`config.mk`:
```
export PLATFORM = sky130hd
export DESIGN_NAME = dtc_top
export DESIGN_NICKNAME = d
export VERILOG_FILES = /design/src/dtc_pkg.sv /design/src/dtc_limit_reg.sv /design/src/dtc_compare.sv /design/src/dtc_top.sv
export SDC_FILE = /design/constraint.sdc
export NUM_CORES = 1
export LEC_CHECK = 0
export ABC_AREA = 1
export BUFFER_PORTS_ARGS = -buffer_cell sky130_fd_sc_hd__buf_2
export CAP_MARGIN = 20
export CORE_MARGIN = 2
export CORE_UTILIZATION = 32
export DETAILED_ROUTE_END_ITERATION = 7
export GPL_TIMING_DRIVEN = 0
export PLACE_DENSITY = 0.54
export SLEW_MARGIN = 10
export SYNTH_ARGS = -nofsm -noshare
export SYNTH_HDL_FRONTEND = slang
export SYNTH_SLANG_ARGS = --single-unit
```
`constraint.sdc`:
```
create_clock -name pclk -period 3.79 [get_ports pclk]
set_input_delay 0.1895 -clock pclk [delete_from_list [all_inputs] [get_ports pclk]]
set_output_delay 0.1895 -clock pclk [all_outputs]
set_load 0.005 [all_outputs]
```
`src/dtc_pkg.sv`:
```
`default_nettype none
package dtc_pkg;

  // ------------------------------------------------------------
  // Bus geometry
  // ------------------------------------------------------------
  localparam int DTC_ADDR_W = 12;
  localparam int DTC_DATA_W = 32;
  localparam int DTC_REG_W  = 16;
  localparam int DTC_IDX_W  = 10;

  // ------------------------------------------------------------
  // Register indices; the byte address is four times the index
  // ------------------------------------------------------------
  localparam logic [DTC_IDX_W-1:0] DTC_AUX_UPPER_IDX  = 10'h04A;
  localparam logic [DTC_IDX_W-1:0] DTC_SW_SHORT_IDX   = 10'h04B;
  localparam logic [DTC_IDX_W-1:0] DTC_SW_LOW_IDX     = 10'h04C;
  localparam logic [DTC_IDX_W-1:0] DTC_ALERT_STAT_IDX = 10'h060;
  localparam logic [DTC_IDX_W-1:0] DTC_ALERT_MASK_IDX = 10'h061;

  // ------------------------------------------------------------
  // Reset values and always-zero low bits
  // ------------------------------------------------------------
  localparam logic [DTC_REG_W-1:0] DTC_AUX_UPPER_RST = 16'hFFF0;
  localparam logic [DTC_REG_W-1:0] DTC_SW_SHORT_RST  = 16'h0000;
  localparam logic [DTC_REG_W-1:0] DTC_SW_LOW_RST    = 16'h0000;
  localparam int DTC_AUX_ZERO_BITS = 4;
  localparam int DTC_SW_ZERO_BITS  = 2;

  // ------------------------------------------------------------
  // Alert event bits in status and mask
  // ------------------------------------------------------------
  localparam int DTC_EV_W     = 3;
  localparam int DTC_EV_AUX   = 0;
  localparam int DTC_EV_SHORT = 1;
  localparam int DTC_EV_LOW   = 2;
  localparam logic [DTC_EV_W-1:0] DTC_EV_RST = 3'h0;

  // ------------------------------------------------------------
  // Types
  // ------------------------------------------------------------
  typedef enum logic [1:0] {
    DTC_MODE_NONE,
    DTC_MODE_SHORT,
    DTC_MODE_CONDUCT,
    DTC_MODE_SENSE
  } dtc_mode_t;

  typedef struct packed {
    logic                 valid;
    logic                 is_aux;
    dtc_mode_t            mode;
    logic [DTC_REG_W-1:0] value;
  } dtc_result_t;

endpackage : dtc_pkg
`default_nettype wire

```
`src/dtc_limit_reg.sv`:
```
`timescale 1ns/1ps
`default_nettype none
module dtc_limit_reg #(
  parameter int                     ZERO_BITS = 2,
  parameter logic [15:0]            RST_VAL   = 16'h0000
) (
  input  wire logic                 pclk,
  input  wire logic                 presetn,
  input  wire logic                 wr_en,
  input  wire logic [15:0]          wr_data,
  output logic      [15:0]          value
);
  import dtc_pkg::*;

  logic [15-ZERO_BITS:0] limit_reg;
  logic [15-ZERO_BITS:0] limit_next;

  // Low bits are never stored, so they cannot read back non-zero
  always_comb
  begin
    limit_next = limit_reg;
    if (wr_en)
    begin
      limit_next = wr_data[15:ZERO_BITS];
    end
  end

  always_ff @(posedge pclk or negedge presetn)
  begin
    if (!presetn)
    begin
      limit_reg <= RST_VAL[15:ZERO_BITS];
    end
    else
    begin
      limit_reg <= limit_next;
    end
  end

  assign value = {limit_reg, {ZERO_BITS{1'b0}}};

endmodule // dtc_limit_reg
`default_nettype wire

```
`src/dtc_compare.sv`:
```
`timescale 1ns/1ps
`default_nettype none
module dtc_compare (
  input  wire logic                              pclk,
  input  wire logic                              presetn,
  input  wire dtc_pkg::dtc_result_t              result,
  input  wire logic [dtc_pkg::DTC_REG_W-1:0]     aux_limit,
  input  wire logic [dtc_pkg::DTC_REG_W-1:0]     short_limit,
  input  wire logic [dtc_pkg::DTC_REG_W-1:0]     low_limit,
  output logic      [dtc_pkg::DTC_EV_W-1:0]      hits
);
  import dtc_pkg::*;

  logic [DTC_EV_W-1:0] hits_reg;
  logic [DTC_EV_W-1:0] hits_next;

  // Equal counts as normal: only strictly beyond the limit alerts
  always_comb
  begin
    hits_next = '0;
    if (result.valid && result.is_aux)
    begin
      hits_next[DTC_EV_AUX] = result.value[15:4] > aux_limit[15:4];
    end
    if (result.valid && !result.is_aux)
    begin
      unique case (result.mode)
        DTC_MODE_SHORT:
          hits_next[DTC_EV_SHORT] = result.value[15:2] < short_limit[15:2];
        DTC_MODE_CONDUCT, DTC_MODE_SENSE:
          hits_next[DTC_EV_LOW] = result.value[15:2] < low_limit[15:2];
        DTC_MODE_NONE:
          hits_next = '0;
      endcase
    end
  end

  always_ff @(posedge pclk or negedge presetn)
  begin
    if (!presetn)
    begin
      hits_reg <= DTC_EV_RST;
    end
    else
    begin
      hits_reg <= hits_next;
    end
  end

  assign hits = hits_reg;

endmodule // dtc_compare
`default_nettype wire

```
`src/dtc_top.sv`:
```
// The APB slave port was left to the implementer.
`timescale 1ns/1ps
`default_nettype none
// Function
// - Aux upper limit 12 bits, resets FFF0h
// - Short mode result below limit alerts
// - Short limit low two bits read zero
// - Low limit resets zero, alerts below
// - Low limit low two bits read zero
module dtc_top (
  input  wire logic                              pclk,
  input  wire logic                              presetn,
  input  wire logic                              psel,
  input  wire logic                              penable,
  input  wire logic                              pwrite,
  input  wire logic [dtc_pkg::DTC_ADDR_W-1:0]    paddr,
  input  wire logic [dtc_pkg::DTC_DATA_W-1:0]    pwdata,
  input  wire logic [3:0]                        pstrb,
  output logic      [dtc_pkg::DTC_DATA_W-1:0]    prdata,
  output logic                                   pready,
  output logic                                   pslverr,
  input  wire dtc_pkg::dtc_result_t              result,
  output logic                                   irq
);
  import dtc_pkg::*;

  // ------------------------------------------------------------
  // Address decode
  // ------------------------------------------------------------
  function automatic logic dtc_hit(input logic [DTC_ADDR_W-1:0] addr,
                                   input logic [DTC_IDX_W-1:0]  idx);
    dtc_hit = (addr == {idx, 2'b00});
  endfunction

  logic                 setup;
  logic                 access;
  logic                 wr_ok;
  logic                 low_lanes;
  logic                 sel_aux;
  logic                 sel_short;
  logic                 sel_low;
  logic                 sel_stat;
  logic                 sel_mask;
  logic                 mapped;
  logic [DTC_REG_W-1:0] aux_limit;
  logic [DTC_REG_W-1:0] short_limit;
  logic [DTC_REG_W-1:0] low_limit;
  logic [DTC_EV_W-1:0]  hits;
  logic                 pready_reg;
  logic                 pslverr_reg;

  assign setup     = psel && !penable;
  assign access    = psel && penable && pready_reg;
  // Limits are 16 bits wide: a write needs both low byte lanes
  assign low_lanes = pstrb[1] && pstrb[0];
  assign wr_ok     = access && pwrite && low_lanes && !pslverr_reg;
  assign sel_aux   = dtc_hit(paddr, DTC_AUX_UPPER_IDX);
  assign sel_short = dtc_hit(paddr, DTC_SW_SHORT_IDX);
  assign sel_low   = dtc_hit(paddr, DTC_SW_LOW_IDX);
  assign sel_stat  = dtc_hit(paddr, DTC_ALERT_STAT_IDX);
  assign sel_mask  = dtc_hit(paddr, DTC_ALERT_MASK_IDX);
  assign mapped    = sel_aux || sel_short || sel_low || sel_stat || sel_mask;

  // ------------------------------------------------------------
  // Limit registers and comparison
  // ------------------------------------------------------------
  dtc_limit_reg #(
    .ZERO_BITS (DTC_AUX_ZERO_BITS),
    .RST_VAL   (DTC_AUX_UPPER_RST)
  ) u_aux_upper (
    .pclk    (pclk),
    .presetn (presetn),
    .wr_en   (wr_ok && sel_aux),
    .wr_data (pwdata[DTC_REG_W-1:0]),
    .value   (aux_limit)
  );

  dtc_limit_reg #(
    .ZERO_BITS (DTC_SW_ZERO_BITS),
    .RST_VAL   (DTC_SW_SHORT_RST)
  ) u_sw_short (
    .pclk    (pclk),
    .presetn (presetn),
    .wr_en   (wr_ok && sel_short),
    .wr_data (pwdata[DTC_REG_W-1:0]),
    .value   (short_limit)
  );

  dtc_limit_reg #(
    .ZERO_BITS (DTC_SW_ZERO_BITS),
    .RST_VAL   (DTC_SW_LOW_RST)
  ) u_sw_low (
    .pclk    (pclk),
    .presetn (presetn),
    .wr_en   (wr_ok && sel_low),
    .wr_data (pwdata[DTC_REG_W-1:0]),
    .value   (low_limit)
  );

  // Limits are used as they stand; a diagnostic run before they are
  // programmed compares against reset values
  dtc_compare u_compare (
    .pclk        (pclk),
    .presetn     (presetn),
    .result      (result),
    .aux_limit   (aux_limit),
    .short_limit (short_limit),
    .low_limit   (low_limit),
    .hits        (hits)
  );

  // ------------------------------------------------------------
  // Alert status, mask and interrupt
  // ------------------------------------------------------------
  logic [DTC_EV_W-1:0] stat_reg;
  logic [DTC_EV_W-1:0] stat_next;
  logic [DTC_EV_W-1:0] mask_reg;
  logic [DTC_EV_W-1:0] mask_next;
  logic                irq_reg;
  logic                irq_next;

  always_comb
  begin
    stat_next = stat_reg;
    mask_next = mask_reg;
    if (wr_ok && sel_stat)
    begin
      stat_next = stat_reg & ~pwdata[DTC_EV_W-1:0];
    end
    if (wr_ok && sel_mask)
    begin
      mask_next = pwdata[DTC_EV_W-1:0];
    end
    // A hit in the clearing cycle is kept: set wins
    stat_next = stat_next | hits;
    irq_next  = |(stat_next & mask_next);
  end

  always_ff @(posedge pclk or negedge presetn)
  begin
    if (!presetn)
    begin
      stat_reg <= DTC_EV_RST;
      mask_reg <= DTC_EV_RST;
      irq_reg  <= 1'b0;
    end
    else
    begin
      stat_reg <= stat_next;
      mask_reg <= mask_next;
      irq_reg  <= irq_next;
    end
  end

  // ------------------------------------------------------------
  // APB answer, prepared in the setup cycle
  // ------------------------------------------------------------
  logic [DTC_DATA_W-1:0] prdata_reg;
  logic [DTC_DATA_W-1:0] prdata_next;
  logic                  pready_next;
  logic                  pslverr_next;

  always_comb
  begin
    prdata_next  = '0;
    pready_next  = setup;
    pslverr_next = setup && !mapped;
    if (setup && !pwrite)
    begin
      unique case (1'b1)
        sel_aux:   prdata_next[DTC_REG_W-1:0] = aux_limit;
        sel_short: prdata_next[DTC_REG_W-1:0] = short_limit;
        sel_low:   prdata_next[DTC_REG_W-1:0] = low_limit;
        sel_stat:  prdata_next[DTC_EV_W-1:0]  = stat_reg;
        sel_mask:  prdata_next[DTC_EV_W-1:0]  = mask_reg;
        default:   prdata_next = '0;
      endcase
    end
  end

  always_ff @(posedge pclk or negedge presetn)
  begin
    if (!presetn)
    begin
      prdata_reg  <= '0;
      pready_reg  <= 1'b0;
      pslverr_reg <= 1'b0;
    end
    else
    begin
      prdata_reg  <= prdata_next;
      pready_reg  <= pready_next;
      pslverr_reg <= pslverr_next;
    end
  end

  assign prdata  = prdata_reg;
  assign pready  = pready_reg;
  assign pslverr = pslverr_reg;
  assign irq     = irq_reg;
endmodule // dtc_top
`default_nettype wire

```
==> Word-level counts from Yosys, hierarchy flattened <==
Cells that the tools add are included.
{ "op_classes": {"order_cmp": 3, "n_eq_ne": 8, "muxes": 10, "n_bitwise": 4, "n_reduce_logical": 28} }
{ "ops": {"columns": ["operator", "count"], "rows": [
  ["$eq A12 B9 Y1 const B", 5],
  ["$pmux W13 S3", 1],
  ["$lt A14 B14 Y1", 2],
  ["$logic_and A1 B1 Y1", 16],
  ["$mux W16", 1],
  ["$gt A12 B12 Y1", 1],
  ["$pmux W3 S4", 1],
  ["$mux W3", 3],
  ["$and A3 B3 Y3", 2],
  ["$logic_not A1 Y1", 5],
  ["$eq A2 B2 Y1 const B", 2],
  ["$logic_or A1 B1 Y1", 4],
  ["$mux W1", 4],
  ["$not A3 Y3", 1],
  ["$or A3 B3 Y3", 1],
  ["$reduce_or A3 Y1", 1],
  ["$eq A2 B1 Y1 const B", 1],
  ["$logic_not A2 Y1", 1],
  ["$reduce_or A2 Y1", 1]
]} }
{ "totals": {"reg_bits": 68, "inputBits": 73} }

==> Longest topological paths before layout <==
{ "logic_depth": {"depth_word": 10, "depth_mapped": 10} }

==> By module <==
A second synthesis with hierarchy kept.
{ "hier_totals": {"cells_unflattened": 616, "area_unflattened_um2": 4543.1} }
{ "modules_own_cells": {"columns": ["mod", "instances", "cells_per_inst", "area_each_um2", "seq_area_each_um2"], "rows": [
  ["dtc_top", 1, 242, 1742.9, 625.6],
  ["dtc_compare", 1, 194, 1194.9, 75.1],
  ["dtc_limit_reg at u_sw_low ...", 2, 62, 549.3, 350.3],
  ["dtc_limit_reg at u_aux_upper", 1, 56, 506.7, 315.3]
]} }

==> Worst setup path before layout <==
OpenSTA, ideal clock, no wires.
{ "synth_timing": {"path_type": "reg2reg", "from": "register u_aux_upper.limit_reg[11]", "to": "register u_compare.hits_reg[0], in the netlist u_compare.hits[0]", "t_arrival_ns": 1.387, "required_ns": 3.704, "setup_slack_ns": 2.317, "path_stages_with_launch": 9, "synth_period_minus_slack_ns": 1.473, "cell_sequence": "dfstp_2 inv_1 ha_1 nand2_1 nor2_1 nand4_1 a21oi_1 nor2_1 nor3_1"} }
{ "synth_between": {"elab_chain_len": 4} }
{ "synth_rtl": {"columns": ["element", "line_no", "source"], "rows": [
  ["from (decl)", "dtc_limit_reg.sv:15", "logic [15-ZERO_BITS:0] limit_reg;"],
  ["from (signal assigned)", "dtc_limit_reg.sv:32", "limit_reg <= RST_VAL[15:ZERO_BITS];"],
  ["from (signal assigned)", "dtc_limit_reg.sv:36", "limit_reg <= limit_next;"],
  ["$gt A12 B12 Y1 *", "dtc_compare.sv:23", "hits_next[DTC_EV_AUX] = result.value[15:4] > aux_limit[15:4];"],
  ["$mux W1 *", "dtc_compare.sv:21", "if (result.valid && result.is_aux)"],
  ["$mux W1", "dtc_compare.sv:27", "unique case (result.mode)"],
  ["$mux W3 *", "dtc_compare.sv:25", "if (result.valid && !result.is_aux)"],
  ["named net u_compare.hits_next[0]", "dtc_compare.sv:15", "logic [DTC_EV_W-1:0] hits_next;"],
  ["to (signal assigned)", "dtc_compare.sv:46", "hits_reg <= hits_next;"],
  ["to (decl)", "dtc_compare.sv:14", "logic [DTC_EV_W-1:0] hits_reg;"]
]} }
Mark *: on every way through the listed nets, which the timed path passes. The rest lies on a longest branch.
A chain may end at the register's enable or synchronous reset.

==> Worst setup path in the final report <==
Same ends and word-level chain as after synthesis.

==> results.txt <==
- Status: finished clean
- Clock tree synthesis selected as its root buffer the cell sky130_fd_sc_hd__clkbuf_16.
- Global routing consumed, over all layers together, 16.59% of the routing resources.
- Top cell family by delay on the critical path: simple AND/OR/NAND/NOR gates
- Avg Synthesized Cell Area: 8.477 um2
- Clock tree synthesis found a total of 68 sinks.
- Per report_power, the clock group accounts for 49.2% of the total.
- In the routed design, unresolved DRC markers number 0.
* Worst path cell trace: inv_1 > ha_1 > nand2_1 > nor2_1 > nand4_1 > a21oi_1 > nor2_1 > nor3_1
- Cells on worst reg2reg path: 8
- Class of the tightest hold or removal check: input pin to flip-flop
* Area enclosed by the die boundary: between 10,000 and 15,000 um2
* HPWL reported at the end of detailed placement: between 8000 and 9000 um
- Core area: between 10,000 and 15,000 um2
- The H-tree was split into 3 levels.
* Sequential Power Share: 41.8%
- Number of max-cap violations: 0
- Total of endpoints with negative setup slack in the final report: 0
- Arrival time of data at the critical path endpoint: slightly above 2 ns
- Sw Share: between 20 and 30%
- The clock passes through at most 2 buffers.
- The slowest stage of the critical path is the sky130_fd_sc_hd__dfstp_2 cell.
- Largest area contributor in the synthesized netlist: sky130_fd_sc_hd__dfrtp_1
- CTS clk-pin slew, worst paths: around 0.06 ns
- The first TritonRoute pass finished after 4 iterations.
- Seq/Total Area, Yosys: ~40%
* Register-to-Register Setup Slack: ~2.0 ns
* IR drop worst, VDD: between 0.2 and 0.25 mV
* YS warnings: 0
* Starting Density: between 30% and 40%
* Fraction of final layout cells sized beyond drive strength 1: between 30 and 40%
- Clock period minus final worst setup slack: 1.775 ns
- Leakage power summed over all cells: between 2 and 3 nW
* Fin. max-slew vios: 0
* Die extent in x: ~120 um
* Number of nets with antenna violations after routing: 0
- Pwr dens: around 330 nW/um2
- Compared with the post-synthesis result, the final layout area differs by 22.70%.
* Number of global-route vias before repair: 3,614
* Number of register bits inferred by synthesis: 68
- Post-Route Setup TNS: 0 ns
* Insertion delay to the later sink of the worst-skew pair: about 0.34 ns
- Dividing the detail-routed via count by the number of cells gives roughly 4.5.
- Number of buffers inserted by port buffering: 71
- Number of cells traversed by the worst hold path: 2
- roughly 110 I/O pins were placed.
* Filler cell count in the final layout: about 1.3k
- The number of setup buffers added after CTS is 0.
- Leading register cell type out of synthesis: sky130_fd_sc_hd__dfrtp_1
- CTS tree: done
- Cell mode on critical path: sky130_fd_sc_hd__nor2_1
- Netlist area before placement: 4289 um2
- Final hold analysis gives a worst-case slack of ~0.042 ns.
* Startpoint class of the critical path: flip-flop
- Synth Instances: 506
- Via total after detailed routing: roughly 3.6k
* Startpoint of the worst hold path: penable
- STA classifies the critical path endpoint as a flip-flop.
- Data on the critical path is required at its endpoint by approximately 4.0 ns.
- After the first detailed-routing iteration, the DRC count stood at ~200.
* Unrepaired setup endpoints after global routing: no
- Number of clock buffers inserted by TritonCTS: 9
- Summing all flip-flop and latch instances after layout gives about 1700 um2.
* First-pass GRT wire length: ~18,000 um
- Pin count of the biggest net entering global routing: 46
* Hold Fails Final Rpt: 0
- After synthesis, the most frequently instantiated cells are 74 x sky130_fd_sc_hd__inv_1, 73 x sky130_fd_sc_hd__nand2_1, 56 x sky130_fd_sc_hd__dfrtp_1.
- Endpoint of the worst-slack reg-to-reg timing path: u_compare.hits[0]$_DFF_PN0_
- After layout, the worst path uses a little under half of the clock period.
- Total Power Consumption: 0.001744 W
* Number of antenna violations at the first check in global routing: 0
- Combinational cell fraction of total power: 9.0%
- sky130_fd_sc_hd__inv_1 is the most common cell in the netlist.
- Yosys mapped a number of flops with a built-in enable equal to 0.
* Final WL: ~11,000 um
* Sw power: 0.0004385 W
- Routability Congestion: between 0.8 and 0.9
- Summed over its instances, the top area cell type makes up approximately a third of the synthesized netlist area.
- Post-Route Skew: around 0.0059 ns
- On the worst path, the slowest cell contributes a delay of between 0.5 and 0.6 ns.
* Internal power: ~0.0013 W
- Fmax: about 0.56 GHz
- Synth top area cells: sky130_fd_sc_hd__dfrtp_1 33%, sky130_fd_sc_hd__ha_1 11%, sky130_fd_sc_hd__dfstp_2 7.4%
* Placement-stage worst setup slack: 2.071 ns
- In this run the worst path has a maximum fanout of 2.
- Number of distinct library cells after synthesis: 29
- Sum of overflow across all layers after global routing: 0
- In the final routed layout, each cell accounts on average for about 14 um.
* Multi-input gate area in the final layout: between 2000 and 2500 um2
* Antenna cell count: 0
* Die Y: 119.8 um
- Type of the worst setup path: flip-flop to flip-flop
- CP bufs+invs: 1
- Endpoint of the worst hold-timing path: pready$_DFF_PN0_
* Net count reported at finish: ~720
* Proportion of register bits with asynchronous set or reset after synthesis: 100.0%
- Final WS setup: around 2 ns
- The initialized floorplan defines 42 standard-cell rows.
- Number of flip-flops in the largest register: 16
* Worst R2R Start: u_aux_upper.limit_reg[11]$_DFFE_PN1P_
[power by group through the flow]
stage / clock network, W / registers (W) / logic, W
finish: 0.000857 / 0.000730 / 0.000157
global placement: 0 / 0.000742 / 0.000149
detailed placement: 0 / 0.000742 / 0.000157
global route: 0.000906 / 0.000729 / 0.000180
floorplan: 0 / 0.000743 / 0.0000790
CTS: 0.000873 / 0.000730 / 0.000159
[worst reg2reg max path, cell delays in order (launching register included)]
cell and delay [ns]:
sky130_fd_sc_hd__dfstp_2 0.54, sky130_fd_sc_hd__inv_1 0.08, sky130_fd_sc_hd__ha_1 0.30, sky130_fd_sc_hd__nand2_1 0.07, sky130_fd_sc_hd__nor2_1 0.15, sky130_fd_sc_hd__nand4_1 0.15, sky130_fd_sc_hd__a21oi_1 0.16, sky130_fd_sc_hd__nor2_1 0.06
sky130_fd_sc_hd__nor3_1 0.19
[stage by stage]
step,utilization [%],cell area (um2),std cells
6_report,39.90,5263,786
5_1_grt,39.90,5263,786
4_1_cts,39.90,5263,786
3_5_place_dp,37.54,4951,769
3_3_place_gp,37.31,4921,768
2_1_floorplan,-,4345,521
[cells in the final DEF (no fill, tap or decap), types with 2 or more instances in the layout]
| master | n |
|---|---|
| sky130_fd_sc_hd__nor2_2 | 13 |
| sky130_fd_sc_hd__o22ai_1 | 7 |
| sky130_fd_sc_hd__buf_4 | 20 |
| sky130_fd_sc_hd__buf_6 | 6 |
| sky130_fd_sc_hd__nand2_2 | 15 |
| sky130_fd_sc_hd__buf_2 | 71 |
| sky130_fd_sc_hd__dfstp_2 | 12 |
| sky130_fd_sc_hd__nor2_1 | 52 |
| sky130_fd_sc_hd__o21ai_0 | 13 |
| sky130_fd_sc_hd__o21ai_2 | 26 |
| sky130_fd_sc_hd__a21oi_1 | 23 |
| sky130_fd_sc_hd__clkinvlp_4 | 2 |
| sky130_fd_sc_hd__nor3_2 | 2 |
| sky130_fd_sc_hd__conb_1 | 16 |
| sky130_fd_sc_hd__clkbuf_16 | 9 |
| sky130_fd_sc_hd__nor2_4 | 4 |
| sky130_fd_sc_hd__o21ai_1 | 19 |
| sky130_fd_sc_hd__dfrtp_1 | 56 |
| sky130_fd_sc_hd__ha_1 | 38 |
| sky130_fd_sc_hd__nand3_1 | 15 |
| sky130_fd_sc_hd__nand2_1 | 73 |
| sky130_fd_sc_hd__nand4_1 | 8 |
| sky130_fd_sc_hd__o21a_1 | 4 |
| sky130_fd_sc_hd__nand2_4 | 5 |
| sky130_fd_sc_hd__inv_2 | 8 |
| sky130_fd_sc_hd__clkinv_4 | 2 |
| sky130_fd_sc_hd__nand3_2 | 2 |
| sky130_fd_sc_hd__nor3_1 | 7 |
| sky130_fd_sc_hd__inv_1 | 74 |
[timing repair]
action                    4_1_cts  5_1_grt
hold endpoints to repair       20        0
hold buffers                    1        0
resized for setup               0        0
[cell type report]
| cell class | count | share of cell area [%] |
|---|---|---|
| well taps | 176 | 4.184 |
| flip-flops and latches | 68 | 32.62 |
| multi-input cells | 345 | 40.01 |
| clock inverters | 7 | 1.450 |
| repair buffers | 73 | 7.513 |
| clock buffers | 9 | 4.280 |
| inverters | 82 | 5.849 |
| plain buffers | 26 | 4.089 |
[how the worst max path moves through the flow]
stage	start	slack [ns]	endpoint	cells past startpoint
finish	u_aux_upper.limit_reg[11]$_DFFE_PN1P_	2.01	u_compare.hits[0]$_DFF_PN0_	8
global route	u_aux_upper.limit_reg[11]$_DFFE_PN1P_	1.85	u_compare.hits[0]$_DFF_PN0_	8
CTS	u_aux_upper.limit_reg[11]$_DFFE_PN1P_	2.04	u_compare.hits[0]$_DFF_PN0_	8
detailed placement	u_aux_upper.limit_reg[11]$_DFFE_PN1P_	2.07	u_compare.hits[0]$_DFF_PN0_	8
global placement	u_aux_upper.limit_reg[11]$_DFFE_PN1P_	2.05	u_compare.hits[0]$_DFF_PN0_	8
floorplan	u_aux_upper.limit_reg[11]$_DFFE_PN1P_	2.32	u_compare.hits[0]$_DFF_PN0_	8
[layer usage]
layer | track usage [%] | wire [um] | up-vias
met5 | 0 | 0 | -
met4 | 5.515 | 191 | 0
met3 | 3.565 | 554 | 17
met2 | 29.39 | 5609 | 85
met1 | 19.95 | 4863 | 1662
li1 | - | - | 1793
[kinds of logic after synthesis]
logic type | count (synthesis) | share of synthesized area, %
simple gates | 198 | 22.99
buf+inv | 108 | 12.19
compound gates | 93 | 13.62
flops | 68 | 40.02
fa+ha+maj | 38 | 11.09
other cells | 1 | 0.08743
Note: power is estimated with default switching activity, not from simulation.
